### src/core/gpf_defines.vh
`ifndef GPF_DEFINES_VH
`define GPF_DEFINES_VH

// register byte offsets
`define GPF_ADDR_CFG1         12'h000
`define GPF_ADDR_CFG2         12'h004
`define GPF_ADDR_STATE        12'h008
`define GPF_ADDR_SHORT        12'h00C
`define GPF_ADDR_FAULT2       12'h010
`define GPF_ADDR_FAULT1       12'h014
`define GPF_ADDR_SYSCFG1      12'h018
`define GPF_ADDR_MASK         12'h01C
`define GPF_ADDR_MODE         12'h020
`define GPF_ADDR_TH_BASE      12'h040
`define GPF_ADDR_MEAS_BASE    12'h080

// function select encodings
`define GPF_FN_ANA_RATIO      2'h0
`define GPF_FN_ANA_SINGLE     2'h1
`define GPF_FN_DIN            2'h2
`define GPF_FN_DOUT           2'h3

// config register two fields
`define GPF_CFG2_WAKE_BIT     8
`define GPF_CFG2_FWD_BIT      9
`define GPF_CFG2_TRIG_BIT     10

// system config register one fields
`define GPF_SYS_WAVE_BIT      0
`define GPF_SYS_OFF_LSB       1

// operating modes
`define GPF_MODE_NORMAL       2'h0
`define GPF_MODE_SLEEP        2'h1
`define GPF_MODE_DIAG         2'h2

// heartbeat timing
`define GPF_HB_ON_US          100
`define GPF_HB_OFF_STEP_US    100
`define GPF_CLK_MHZ           100
`define GPF_HB_ON_CYC         (`GPF_HB_ON_US * `GPF_CLK_MHZ)
`define GPF_HB_STEP_CYC       (`GPF_HB_OFF_STEP_US * `GPF_CLK_MHZ)

// reset values
`define GPF_CFG1_RST          14'h0000
`define GPF_TH_OT_RST         16'hFFFF
`define GPF_TH_UT_RST         16'h0000

`endif

### src/core/gpf_port.v
// The APB register port and the register offsets were chosen for this implementation.
`timescale 1ns/100ps
`include "gpf_defines.vh"

module gpf_port #(
    parameter NPORT     = 7,
    parameter RES_W     = 16,
    parameter OFF_W     = 3,
    parameter HB_ON     = `GPF_HB_ON_CYC,
    parameter HB_STEP   = `GPF_HB_STEP_CYC
) (
    // apb
    input  wire                  pclk,
    input  wire                  presetn,
    input  wire                  psel,
    input  wire                  penable,
    input  wire                  pwrite,
    input  wire [11:0]           paddr,
    input  wire [31:0]           pwdata,
    output wire                  pready,
    output reg  [31:0]           prdata,
    output wire                  pslverr,
    // port pins
    input  wire [NPORT-1:0]      pin_in,
    output reg  [NPORT-1:0]      pin_out,
    output reg  [NPORT-1:0]      pin_oe,
    // converter side
    input  wire                  conv_valid,
    input  wire [2:0]            conv_port,
    input  wire [RES_W-1:0]      conv_result,
    output reg                   conv_start,
    // system side
    output reg                   wake_event,
    output reg                   sense_route_en,
    output reg                   fault_out
);

    localparam CW = 32;

    // registers
    reg  [2*NPORT-1:0] port_config_reg_one;
    reg  [NPORT+3:0]   port_config_reg_two;
    reg  [NPORT-1:0]   pin_short_open_status_reg;
    reg  [NPORT-1:0]   short_mask;
    reg  [OFF_W:0]     system_config_reg_one;
    reg  [1:0]         op_mode;
    reg                analog_over_temp_flag;
    reg                analog_under_temp_flag;
    reg  [RES_W-1:0]   ot_th  [0:NPORT-1];
    reg  [RES_W-1:0]   ut_th  [0:NPORT-1];
    reg  [RES_W-1:0]   analog_port_result_reg [0:NPORT-1];

    // pin synchroniser
    reg  [NPORT-1:0]   sync_a;
    reg  [NPORT-1:0]   port_state_reg;
    reg  [NPORT-1:0]   state_d;

    // heartbeat
    reg  [CW-1:0]      hb_cnt;
    reg                hb_phase;

    wire [OFF_W-1:0]   heartbeat_off_time_select = system_config_reg_one[`GPF_SYS_OFF_LSB+OFF_W-1:`GPF_SYS_OFF_LSB];
    wire               wave_en = system_config_reg_one[`GPF_SYS_WAVE_BIT];
    wire [NPORT-1:0]   pin_drive_level = port_config_reg_two[NPORT-1:0];
    wire               port0_wake_enable = port_config_reg_two[`GPF_CFG2_WAKE_BIT];
    wire               port0_fault_forward_enable = port_config_reg_two[`GPF_CFG2_FWD_BIT];
    wire               port2_trigger_enable = port_config_reg_two[`GPF_CFG2_TRIG_BIT];

    function [1:0] fsel;
        input [2*NPORT-1:0] cfg;
        input integer       idx;
        begin
            fsel = cfg[2*idx +: 2];
        end
    endfunction

    wire wr = psel & penable & pwrite;
    wire rd = psel & ~penable & ~pwrite;
    localparam [11:0] NP12 = NPORT;
    wire [11:0] th_end   = `GPF_ADDR_TH_BASE + 12'h004 * NP12;
    wire [11:0] meas_end = `GPF_ADDR_MEAS_BASE + 12'h004 * NP12;
    wire [2:0]  th_idx   = paddr[4:2];

    assign pready  = 1'b1;
    assign pslverr = 1'b0;

    // output direction and drive
    integer i;
    reg [NPORT-1:0] is_out;
    reg [NPORT-1:0] is_in;
    reg [NPORT-1:0] next_short;
    // drive and enable delayed to line up with the two-flop pin sample
    reg [NPORT-1:0] drv_d1;
    reg [NPORT-1:0] drv_d2;
    reg [NPORT-1:0] oe_d1;
    reg [NPORT-1:0] oe_d2;
    always @* begin
        for (i = 0; i < NPORT; i = i + 1) begin
            is_out[i] = (fsel(port_config_reg_one, i) == `GPF_FN_DOUT);
            is_in[i]  = (fsel(port_config_reg_one, i) == `GPF_FN_DIN);
            next_short[i] = is_out[i] & (port_state_reg[i] != drv_d2[i]);
        end
    end

    always @(posedge pclk or negedge presetn) begin
        if (!presetn) begin
            pin_out <= {NPORT{1'b0}};
            pin_oe  <= {NPORT{1'b0}};
        end else begin
            pin_out <= pin_drive_level & is_out;
            pin_oe  <= is_out;
        end
    end

    always @(posedge pclk or negedge presetn) begin
        if (!presetn) begin
            sync_a         <= {NPORT{1'b0}};
            port_state_reg <= {NPORT{1'b0}};
            state_d        <= {NPORT{1'b0}};
        end else begin
            sync_a         <= pin_in;
            port_state_reg <= sync_a;
            state_d        <= port_state_reg;
        end
    end

    // short flags: hardware set wins over software clear
    // compare against what was on the pin two cycles ago, so a drive change is no false short
    always @(posedge pclk or negedge presetn) begin
        if (!presetn) begin
            drv_d1                    <= {NPORT{1'b0}};
            drv_d2                    <= {NPORT{1'b0}};
            oe_d1                     <= {NPORT{1'b0}};
            oe_d2                     <= {NPORT{1'b0}};
            pin_short_open_status_reg <= {NPORT{1'b0}};
        end else begin
            drv_d1 <= pin_out;
            drv_d2 <= drv_d1;
            oe_d1  <= pin_oe;
            oe_d2  <= oe_d1;
            if (wr && paddr == `GPF_ADDR_SHORT)
                pin_short_open_status_reg <= (pin_short_open_status_reg & ~pwdata[NPORT-1:0]) |
                                             (next_short & oe_d2);
            else
                pin_short_open_status_reg <= pin_short_open_status_reg | (next_short & oe_d2);
        end
    end

    wire any_pin_short_flag = |pin_short_open_status_reg;

    // edges on port 0 and port 2
    wire p0_edge = port_state_reg[0] ^ state_d[0];
    wire p2_rise = port_state_reg[2] & ~state_d[2];

    always @(posedge pclk or negedge presetn) begin
        if (!presetn) begin
            wake_event     <= 1'b0;
            conv_start     <= 1'b0;
            sense_route_en <= 1'b0;
        end else begin
            wake_event <= is_in[0] & port0_wake_enable & p0_edge;
            conv_start <= is_in[2] & port2_trigger_enable & p2_rise & (op_mode != `GPF_MODE_SLEEP);
            sense_route_en <= (op_mode == `GPF_MODE_DIAG);
        end
    end

    wire [2:0] cp = conv_port;
    wire [1:0] cp_fn = fsel(port_config_reg_one, cp);
    wire cv_ok = conv_valid & (cp < NPORT) & ~cp_fn[1];
    wire next_ot = cv_ok & (conv_result > ot_th[cp]);
    wire next_ut = cv_ok & (conv_result < ut_th[cp]);

    integer k;
    always @(posedge pclk or negedge presetn) begin
        if (!presetn) begin
            analog_over_temp_flag  <= 1'b0;
            analog_under_temp_flag <= 1'b0;
            for (k = 0; k < NPORT; k = k + 1) begin
                analog_port_result_reg[k] <= {RES_W{1'b0}};
            end
        end else begin
            if (cv_ok)
                analog_port_result_reg[cp] <= conv_result;
            if (wr && paddr == `GPF_ADDR_FAULT1) begin
                analog_over_temp_flag  <= (analog_over_temp_flag & ~pwdata[0]) | next_ot;
                analog_under_temp_flag <= (analog_under_temp_flag & ~pwdata[1]) | next_ut;
            end else begin
                analog_over_temp_flag  <= analog_over_temp_flag | next_ot;
                analog_under_temp_flag <= analog_under_temp_flag | next_ut;
            end
        end
    end

    // configuration writes
    integer j;
    always @(posedge pclk or negedge presetn) begin
        if (!presetn) begin
            port_config_reg_one   <= `GPF_CFG1_RST;
            port_config_reg_two   <= {(NPORT+4){1'b0}};
            short_mask            <= {NPORT{1'b0}};
            system_config_reg_one <= {(OFF_W+1){1'b0}};
            op_mode               <= `GPF_MODE_NORMAL;
            for (j = 0; j < NPORT; j = j + 1) begin
                ot_th[j] <= `GPF_TH_OT_RST;
                ut_th[j] <= `GPF_TH_UT_RST;
            end
        end else if (wr) begin
            if (paddr == `GPF_ADDR_CFG1)
                port_config_reg_one <= pwdata[2*NPORT-1:0];
            if (paddr == `GPF_ADDR_CFG2)
                port_config_reg_two <= pwdata[NPORT+3:0];
            if (paddr == `GPF_ADDR_MASK)
                short_mask <= pwdata[NPORT-1:0];
            if (paddr == `GPF_ADDR_SYSCFG1)
                system_config_reg_one <= pwdata[OFF_W:0];
            if (paddr == `GPF_ADDR_MODE)
                op_mode <= pwdata[1:0];
            if (paddr >= `GPF_ADDR_TH_BASE && paddr < th_end) begin
                ot_th[th_idx] <= pwdata[31:16];
                ut_th[th_idx] <= pwdata[15:0];
            end
        end
    end

    wire fault_any = |(pin_short_open_status_reg & ~short_mask) | analog_over_temp_flag |
                     analog_under_temp_flag |
                     (port0_fault_forward_enable & is_in[0] & port_state_reg[0]);

    wire chain_hb = port0_fault_forward_enable & is_in[0];

    // high fixed, low time from duty field
    wire [CW-1:0] off_len = HB_STEP * ({{(CW-OFF_W){1'b0}}, heartbeat_off_time_select} + 32'h00000001);
    always @(posedge pclk or negedge presetn) begin
        if (!presetn) begin
            hb_cnt   <= {CW{1'b0}};
            hb_phase <= 1'b0;
        end else if (!wave_en) begin
            hb_cnt   <= {CW{1'b0}};
            hb_phase <= 1'b0;
        end else if (hb_phase ? (hb_cnt >= HB_ON - 1) : (hb_cnt >= off_len - 1)) begin
            hb_cnt   <= {CW{1'b0}};
            hb_phase <= ~hb_phase;
        end else begin
            hb_cnt <= hb_cnt + 32'h00000001;
        end
    end

    // no mode gating on the fault output
    always @(posedge pclk or negedge presetn) begin
        if (!presetn)
            fault_out <= 1'b0;
        else if (!wave_en)
            fault_out <= fault_any;
        else if (chain_hb)
            // pass upstream wave; local fault stops it
            fault_out <= port_state_reg[0] &
                         ~(|(pin_short_open_status_reg & ~short_mask) | analog_over_temp_flag |
                           analog_under_temp_flag);
        else
            // local heartbeat, held low on fault
            fault_out <= hb_phase & ~fault_any;
    end

    // read mux
    always @(posedge pclk or negedge presetn) begin
        if (!presetn)
            prdata <= 32'h00000000;
        else if (rd) begin
            prdata <= 32'h00000000;
            if (paddr == `GPF_ADDR_CFG1)
                prdata[2*NPORT-1:0] <= port_config_reg_one;
            else if (paddr == `GPF_ADDR_CFG2)
                prdata[NPORT+3:0] <= port_config_reg_two;
            else if (paddr == `GPF_ADDR_STATE)
                prdata[NPORT-1:0] <= port_state_reg;
            else if (paddr == `GPF_ADDR_SHORT)
                prdata[NPORT-1:0] <= pin_short_open_status_reg;
            else if (paddr == `GPF_ADDR_FAULT2)
                prdata[0] <= any_pin_short_flag;
            else if (paddr == `GPF_ADDR_FAULT1)
                prdata[1:0] <= {analog_under_temp_flag, analog_over_temp_flag};
            else if (paddr == `GPF_ADDR_SYSCFG1)
                prdata[OFF_W:0] <= system_config_reg_one;
            else if (paddr == `GPF_ADDR_MASK)
                prdata[NPORT-1:0] <= short_mask;
            else if (paddr == `GPF_ADDR_MODE)
                prdata[1:0] <= op_mode;
            else if (paddr >= `GPF_ADDR_TH_BASE && paddr < th_end)
                prdata <= {ot_th[th_idx], ut_th[th_idx]};
            else if (paddr >= `GPF_ADDR_MEAS_BASE && paddr < meas_end)
                prdata[RES_W-1:0] <= analog_port_result_reg[th_idx];
        end
    end

endmodule // gpf_port

### config.mk
export PLATFORM = sky130hd
export DESIGN_NAME = gpf_port
export DESIGN_NICKNAME = d
export VERILOG_FILES = /design/src/core/gpf_port.v
export VERILOG_INCLUDE_DIRS = /design/src /design/src/core
export SDC_FILE = /design/constraint.sdc
export NUM_CORES = 1
export LEC_CHECK = 0
export BUFFER_PORTS_ARGS = -buffer_cell sky130_fd_sc_hd__clkbuf_2
export CORE_ASPECT_RATIO = 0.7
export CORE_MARGIN = 3
export CORE_UTILIZATION = 60
export DETAILED_ROUTE_END_ITERATION = 8
export PLACE_DENSITY_LB_ADDON = 0.12
export SYNTH_ARGS = -nofsm -noshare
export SYNTH_HDL_FRONTEND = slang
export SYNTH_SLANG_ARGS = --single-unit
### constraint.sdc
create_clock -name pclk -period 15.8 [get_ports pclk]
set_input_delay 2.37 -clock pclk [delete_from_list [all_inputs] [get_ports pclk]]
set_output_delay 2.37 -clock pclk [all_outputs]
set_load 0.03 [all_outputs]
==> impl_metrics.env, run 1 <==
export IMPL_setup_viol=0
export IMPL_wl_um=74060
export IMPL_first_global_vias=18575
export IMPL_fmax_ghz=0.1668
export IMPL_maxCapViolCount=0
export IMPL_period_share_pct=37.96
export IMPL_tightest_slew_ns=1.170
export IMPL_cpMostUsedCell="ha_1"
export IMPL_ir_worst_vdd_mv=0.1171
export IMPL_hold_viol_final=0
export IMPL_crit_buf_inv=2
export IMPL_clock_latency_ns=0.58
export IMPL_cts_tree="built"
export IMPL_power_leakage_nw=13.05
export IMPL_fin_hold_ws_ns=0.3491
export IMPL_maxSlewHeadroom_pct=21.92
export IMPL_grt_max_degree=131
export IMPL_crit_type="flip-flop to flip-flop"
export IMPL_final_setup_skew_ns=0.02250
export IMPL_synthAdderAreaFrac_pct=3.807
export IMPL_layout_nets=2357
export IMPL_regArea_um2=12900
export IMPL_arrival_ns=6.39
export IMPL_ys_flop_type="dfrtp_1"
export IMPL_cts_htree_levels=2
export IMPL_cts_sinks=510
export IMPL_async_flop_share_pct=100.0
export IMPL_initial_utilization_pct=61.23
export IMPL_rsz0062_at_grt="no"
export IMPL_ctsHoldBuffers=0
export IMPL_synth_avg_cell_area_um2=12.35
export IMPL_cp_start_kind="flip-flop"
export IMPL_synth_cell_types=78
export IMPL_antenna_left=0
export IMPL_slowest_delay_ns=0.77
export IMPL_yosysSeqAreaShare_pct=49.32
export IMPL_fin_crit_ns=5.997
export IMPL_startpoint="system_config_reg_one[1]"
export IMPL_synth_top_family_by_area="multiplexers"
export IMPL_cp_end_kind="flip-flop"
export IMPL_firstDrtPassIters=5
export IMPL_crit_family="compound AO/OA/AOI/OAI gates"
export IMPL_crit_chain="ha_1, xor2_1, inv_1, ha_1, ha_1, o21bai_1, ha_1, ha_1, nor2b_1, o21a_1, o21ai_0, nand3_1, and3_1, o21ai_0, ha_1, nand2_1, nor3_1, and3_1, a22oi_1, a211oi_4, buf_4, nor3_1"
export IMPL_drt_iter0_drc=1956
export IMPL_area_growth_syn_to_layout_pct=10.73
export IMPL_dieArea_um2=46180
export IMPL_hpwlAfterDp_um=49240
export IMPL_tns_ns=0
export IMPL_critical_path_max_fanout=20
export IMPL_cts_root_buf="clkbuf_16"
export IMPL_synthXorXnorAreaFrac_pct=1.540
export IMPL_power_density_nw_per_um2=101.1
export IMPL_routedWlPerCell_um=26.19
export IMPL_fillers=3160
export IMPL_grt_pass1_wl_um=114900
export IMPL_synthSimpleGateAreaFrac_pct=7.696
export IMPL_multi_input_area_um2=12660
export IMPL_synthCells=2119
export IMPL_vias=18806
export IMPL_routed_via_density=6.650
export IMPL_drc=0
export IMPL_synth_ff_latch_count=510
export IMPL_outcome="complete, no violations"
export IMPL_finalMaxSlewViolations=0
export IMPL_ctsResizeCount=0
export IMPL_reg2reg_from="system_config_reg_one[1]"
export IMPL_yosys_warnings=0
export IMPL_placementRows=63
export IMPL_synth_compound_area_share_pct=8.542
export IMPL_hp_start="sync_a[6]"
export IMPL_core_area_um2=42720
export IMPL_muxShareOfSynthArea_pct=26.36
export IMPL_netlist_area_um2=26160
export IMPL_antenna_found_initial=2
export IMPL_fp_dieW_um=255.6
export IMPL_critPathSlowestCell="a211oi_4"
export IMPL_clk_pin_slew_worst_paths_ns=0.07
export IMPL_io_pins=128
export IMPL_post_cts_buffers=0
export IMPL_cts_buffer_depth=3
export IMPL_globalRouteTotalUtil_pct=32.02
export IMPL_hp_class="flip-flop to flip-flop"
export IMPL_gr_total_overflow=0
export IMPL_drive_above_1_share_pct=36.62
export IMPL_io_buffers=125
export IMPL_critPathRequiredTime_ns=16.19
export IMPL_synth_edff_count=0
export IMPL_gp_congestion=0.9301
export IMPL_cts_buffers_inserted=49
export IMPL_die_h_um=180.7
[power breakdown]
part           total (mW)  internal (mW)  switching, mW
Sequential           1.43           1.38         0.0404
Clock                1.21          0.700          0.512
Combinational       0.292          0.120          0.172
[path summary, 6_finish.rpt]
path / depth (start not counted) / slack (ns) / endpoint
min in group asynchronous: 1 / 1.90 / sync_a[4]
hold / removal: 0 / 0.35 / port_state_reg[6]
setup / recovery: 22 / 9.80 / hb_cnt[30]
setup reg to reg: 22 / 9.80 / hb_cnt[30]
max in group asynchronous: 4 / 10.95 / analog_port_result_reg[79]
hold reg to reg: 0 / 0.35 / port_state_reg[6]
[cells in the mapped netlist (29+ instances only)]
cell	count	area (um^2)
nor3_1	47	235.2
dfrtp_1	398	9960
ha_1	78	975.9
clkbuf_1	69	259.0
mux2i_1	99	991.0
nand3_1	34	170.2
a21oi_1	92	460.4
nor2_1	120	450.4
nand2_1	101	379.1
xnor2_1	29	254.0
mux2_2	377	4245
dfstp_2	112	2943
o21ai_0	63	315.3
buf_2	32	160.2
mux4_2	65	1464
inv_1	37	138.9
buf_1	31	116.4
[cell usage in the layout (no fill, tap or decap), types with 12 or more instances in the layout]
cell type | netlist | routed
a22oi_1 | 24 | 24
a211oi_1 | 18 | 17
xor2_1 | 17 | 17
xnor2_1 | 29 | 29
nand2_1 | 101 | 100
clkbuf_2 | 0 | 119
o21ai_0 | 63 | 63
nor3_1 | 47 | 47
clkbuf_16 | 0 | 52
nand4_1 | 14 | 14
nor4_1 | 18 | 16
buf_4 | 3 | 33
a22o_1 | 20 | 20
dfrtp_1 | 398 | 398
a21oi_1 | 92 | 92
nor2_1 | 120 | 120
nor2b_1 | 17 | 15
inv_1 | 37 | 37
dfstp_2 | 112 | 112
o22ai_1 | 12 | 12
and3_1 | 18 | 18
clkbuf_1 | 69 | 13
a31oi_1 | 12 | 12
conb_1 | 2 | 16
ha_1 | 78 | 78
nand3_1 | 34 | 30
mux2i_1 | 99 | 99
mux2_2 | 377 | 377
o211ai_1 | 17 | 17
a221oi_1 | 12 | 12
mux4_2 | 65 | 65
[worst register-to-register path: stages, from the launching register on]
cell,delay (ns)
dfrtp_1,0.52
ha_1,0.49
xor2_1,0.24
inv_1,0.13
ha_1,0.34
ha_1,0.18
o21bai_1,0.15
ha_1,0.30
ha_1,0.32
nor2b_1,0.14
o21a_1,0.18
o21ai_0,0.38
nand3_1,0.13
and3_1,0.20
o21ai_0,0.21
ha_1,0.16
nand2_1,0.05
nor3_1,0.19
and3_1,0.20
a22oi_1,0.12
a211oi_4,0.77
buf_4,0.33
nor3_1,0.08
[stage by stage]
step	instances	area, um^2	setup slack (ns)	power (mW)	util (%)
after floorplan	2133	26210	10.29	1.614	-
after global placement	2736	27310	9.792	1.723	63.92
after detailed placement	2736	27310	9.554	1.737	63.92
after CTS	2827	28960	9.853	2.942	67.79
after global routing	2827	28960	9.209	3.032	67.79
final	2828	28970	9.803	2.929	67.80
[final cells by class]
| class | instances | area share, % |
|---|---|---|
| sequential | 510 | 44.54 |
| multi-input combinational | 1450 | 43.72 |
| clock buffer | 75 | 5.136 |
| timing repair buffer | 154 | 3.002 |
| tap | 585 | 2.527 |
| clock inverter | 16 | 0.5831 |
| inverter | 37 | 0.4795 |
| antenna | 1 | 0.008639 |
[cells by family after synthesis]
family,count (synthesis)
muxes,555
and+or+nand+nor,416
AOI/OAI and AO/OA,338
other,2
DFF,510
buffers and inverters,173
xor gates and xnor gates,46
adders and majority gates,79
[per-layer routing]
| metal | global-route usage [%] | share of wire [%] | vias up |
|---|---|---|---|
| met3 | 8.001 | 9.9 | 143 |
| met5 | 0 | 0.038 | - |
| met1 | 47.96 | 44 | 9728 |
| met4 | 9.114 | 2.9 | 4 |
| li1 | - | - | 8027 |
| met2 | 46.63 | 43 | 904 |
Note: power is estimated with default switching activity, not from simulation.
==> run 2, diff against run 1 <==
Settings changed: CORE_UTILIZATION 60 to 56.
Clock period 15.8 ns to 5.51 ns, I/O delays scaled along.
==> run 2 against run 1 <==
Clock-buffer cell count decreased by 1. Hold slack lost 0.073 ns. Critical path depth fell by 1. Combinational power increased to 2.9 times the previous value. Power grew to 2.9 times the previous value. Sequential share of layout area decreased by 0.46 points. Global-route usage fell by 1.6 points. Non-clock buffer count up 18. Register-to-register slack lost 9.5 ns. Worst setup slack got worse by 9.5 ns. Final area increased by 1.0%. Clock skew shrank 0.0065 ns.
==> impl_metrics.env, run 2 (same netlist as run 1, synthesis figures left out) <==
export IMPL_tns_ns=0
export IMPL_power_leakage_nw=13.20
export IMPL_multi_input_area_um2=12680
export IMPL_power_mw=8.537
export IMPL_final_common_cell="dfrtp_1"
export IMPL_dieArea_um2=49380
export IMPL_fp_dieW_um=264.3
export IMPL_cts_tree="built"
export IMPL_cts_sinks=510
export IMPL_wl_met3_um=7312
export IMPL_outcome="complete, no violations"
export IMPL_wl_um=74770
export IMPL_wl_met1_um=33470
export IMPL_n_antenna_cell=0
export IMPL_fmax_ghz=0.1932
export IMPL_layout_nets=2375
export IMPL_rsz0062_at_grt="no"
export IMPL_period_share_pct=93.96
export IMPL_cts_buffers_inserted=49
export IMPL_crit_buf_inv=2
export IMPL_antenna_left=0
export IMPL_cts_htree_levels=2
export IMPL_ir_worst_vdd_mv=0.2097
export IMPL_pre_cts_slack_ns=0.1953
export IMPL_drt_iter0_drc=1553
export IMPL_gp_congestion=0.8801
export IMPL_slowest_delay_ns=0.46
export IMPL_hold_viol_final=0
export IMPL_grt_pass1_wl_um=115400
export IMPL_clock_latency_ns=0.57
export IMPL_cp_end_kind="flip-flop"
export IMPL_globalRouteTotalUtil_pct=30.41
export IMPL_maxSlewHeadroom_pct=20.83
export IMPL_placementRows=65
export IMPL_hp_class="input port to async pin"
export IMPL_vias=18447
export IMPL_maxCapViolCount=0
export IMPL_firstDrtPassIters=5
export IMPL_critical_path_max_fanout=32
export IMPL_io_buffers=125
export IMPL_final_setup_skew_ns=0.01604
export IMPL_post_cts_buffers=0
export IMPL_cts_buffer_depth=3
export IMPL_drive_above_1_share_pct=37.25
export IMPL_fin_crit_ns=5.177
export IMPL_initial_utilization_pct=57.34
export IMPL_routed_via_density=6.448
export IMPL_arrival_ns=5.62
export IMPL_crit_family="adder cells"
export IMPL_crit_chain="ha_1, xor2_1, inv_1, ha_1, ha_1, o21bai_1, ha_1, ha_1, nor2b_1, o21a_1, or3_1, a21oi_1, xnor2_1, xnor2_1, ha_1, and4_1, a221o_1, a22oi_2, a211oi_4, buf_6, nor3_1"
export IMPL_cp_start_kind="flip-flop"
export IMPL_layout_common_cells="398 x dfrtp_1, 377 x mux2_2, 120 x nor2_1"
export IMPL_finalMaxSlewViolations=0
export IMPL_clk_pin_slew_worst_paths_ns=0.07
export IMPL_hpwlAfterDp_um=50070
export IMPL_antenna_found_initial=6
export IMPL_crit_type="flip-flop to flip-flop"
export IMPL_reg2reg_from="system_config_reg_one[2]"
export IMPL_critPathRequiredTime_ns=5.95
export IMPL_wl_met2_um=32360
export IMPL_critPathSlowestCell="dfrtp_1"
export IMPL_setup_ws_ns=0.3331
export IMPL_gr_total_overflow=0
export IMPL_io_pins=128
export IMPL_cpMostUsedCell="ha_1"
export IMPL_grt_max_degree=135
export IMPL_area_growth_syn_to_layout_pct=11.89
export IMPL_routedWlPerCell_um=26.13
export IMPL_startpoint="system_config_reg_one[2]"
export IMPL_fillers=3477
export IMPL_core_area_um2=45630
export IMPL_setup_viol=0
export IMPL_die_h_um=186.8
export IMPL_tightest_slew_ns=1.185
export IMPL_regArea_um2=12900
export IMPL_power_density_nw_per_um2=291.7
export IMPL_first_global_vias=18504
export IMPL_drc=0
export IMPL_top_layer="met5"
export IMPL_cts_root_buf="clkbuf_16"
-- run 2: metrics by stage --
stage | hold slack, ns | instance area [um^2] | util [%] | cells
floorplan | 0.3312 | 26210 | - | 2133
global placement | 0.3337 | 27540 | 60.36 | 2772
detailed placement | 0.3355 | 27540 | 60.36 | 2772
CTS | 0.2881 | 29250 | 64.12 | 2861
global route | 0.3082 | 29270 | 64.15 | 2861
finish | 0.2757 | 29270 | 64.15 | 2861
-- run 2: worst paths after layout --
| path | slack [ns] | depth (start not counted) | end |
|---|---|---|---|
| max | 0.33 | 21 | hb_cnt[29] |
| min | 0.28 | 1 | sync_a[4] |
| max reg2reg | 0.33 | 21 | hb_cnt[29] |
| min reg2reg | 0.35 | 0 | port_state_reg[4] |
| max in group asynchronous | 4.03 | 2 | hb_cnt[19] |
| min in group pclk | 0.35 | 0 | port_state_reg[4] |
-- run 2: routing by layer --
metal / up-vias / GRT usage, %
li1: 8033 / -
met1: 9557 / 45.27
met2: 721 / 43.73
met3: 124 / 9.375
met4: 12 / 7.179
met5: - / 0
-- run 2: cell type report --
cell class / count / share of cell area, %
sequential: 510 / 44.08
timing repair buffer: 172 / 3.702
tap: 603 / 2.578
multi-input combinational: 1450 / 43.31
clock inverter: 15 / 0.8678
inverter: 37 / 0.4745
clock buffer: 74 / 4.989
-- run 2: worst register-to-register path, stage by stage, from the launching register on --
cell and delay [ns]:
dfrtp_1 0.46, ha_1 0.23, xor2_1 0.22, inv_1 0.13, ha_1 0.34, ha_1 0.18
o21bai_1 0.15, ha_1 0.28, ha_1 0.33, nor2b_1 0.14, o21a_1 0.19, or3_1 0.34
a21oi_1 0.19, xnor2_1 0.16, xnor2_1 0.16, ha_1 0.27, and4_1 0.16, a221o_1 0.32
a22oi_2 0.26, a211oi_4 0.09, buf_6 0.22, nor3_1 0.25
-- run 2: repair_timing --
item | in CTS | in global routing
resized for setup | 0 | 4
endpoints found under the setup margin | 0 | 32
hold buffers | 0 | 0
-- run 2: power by group --
part	internal [mW]	leakage, nW	switching (mW)	total [mW]
Clock	2.15	0.844	1.45	3.61
Sequential	3.97	6.40	0.116	4.09
Combinational	0.352	5.96	0.492	0.844
Total	6.48	13.2	2.06	8.54
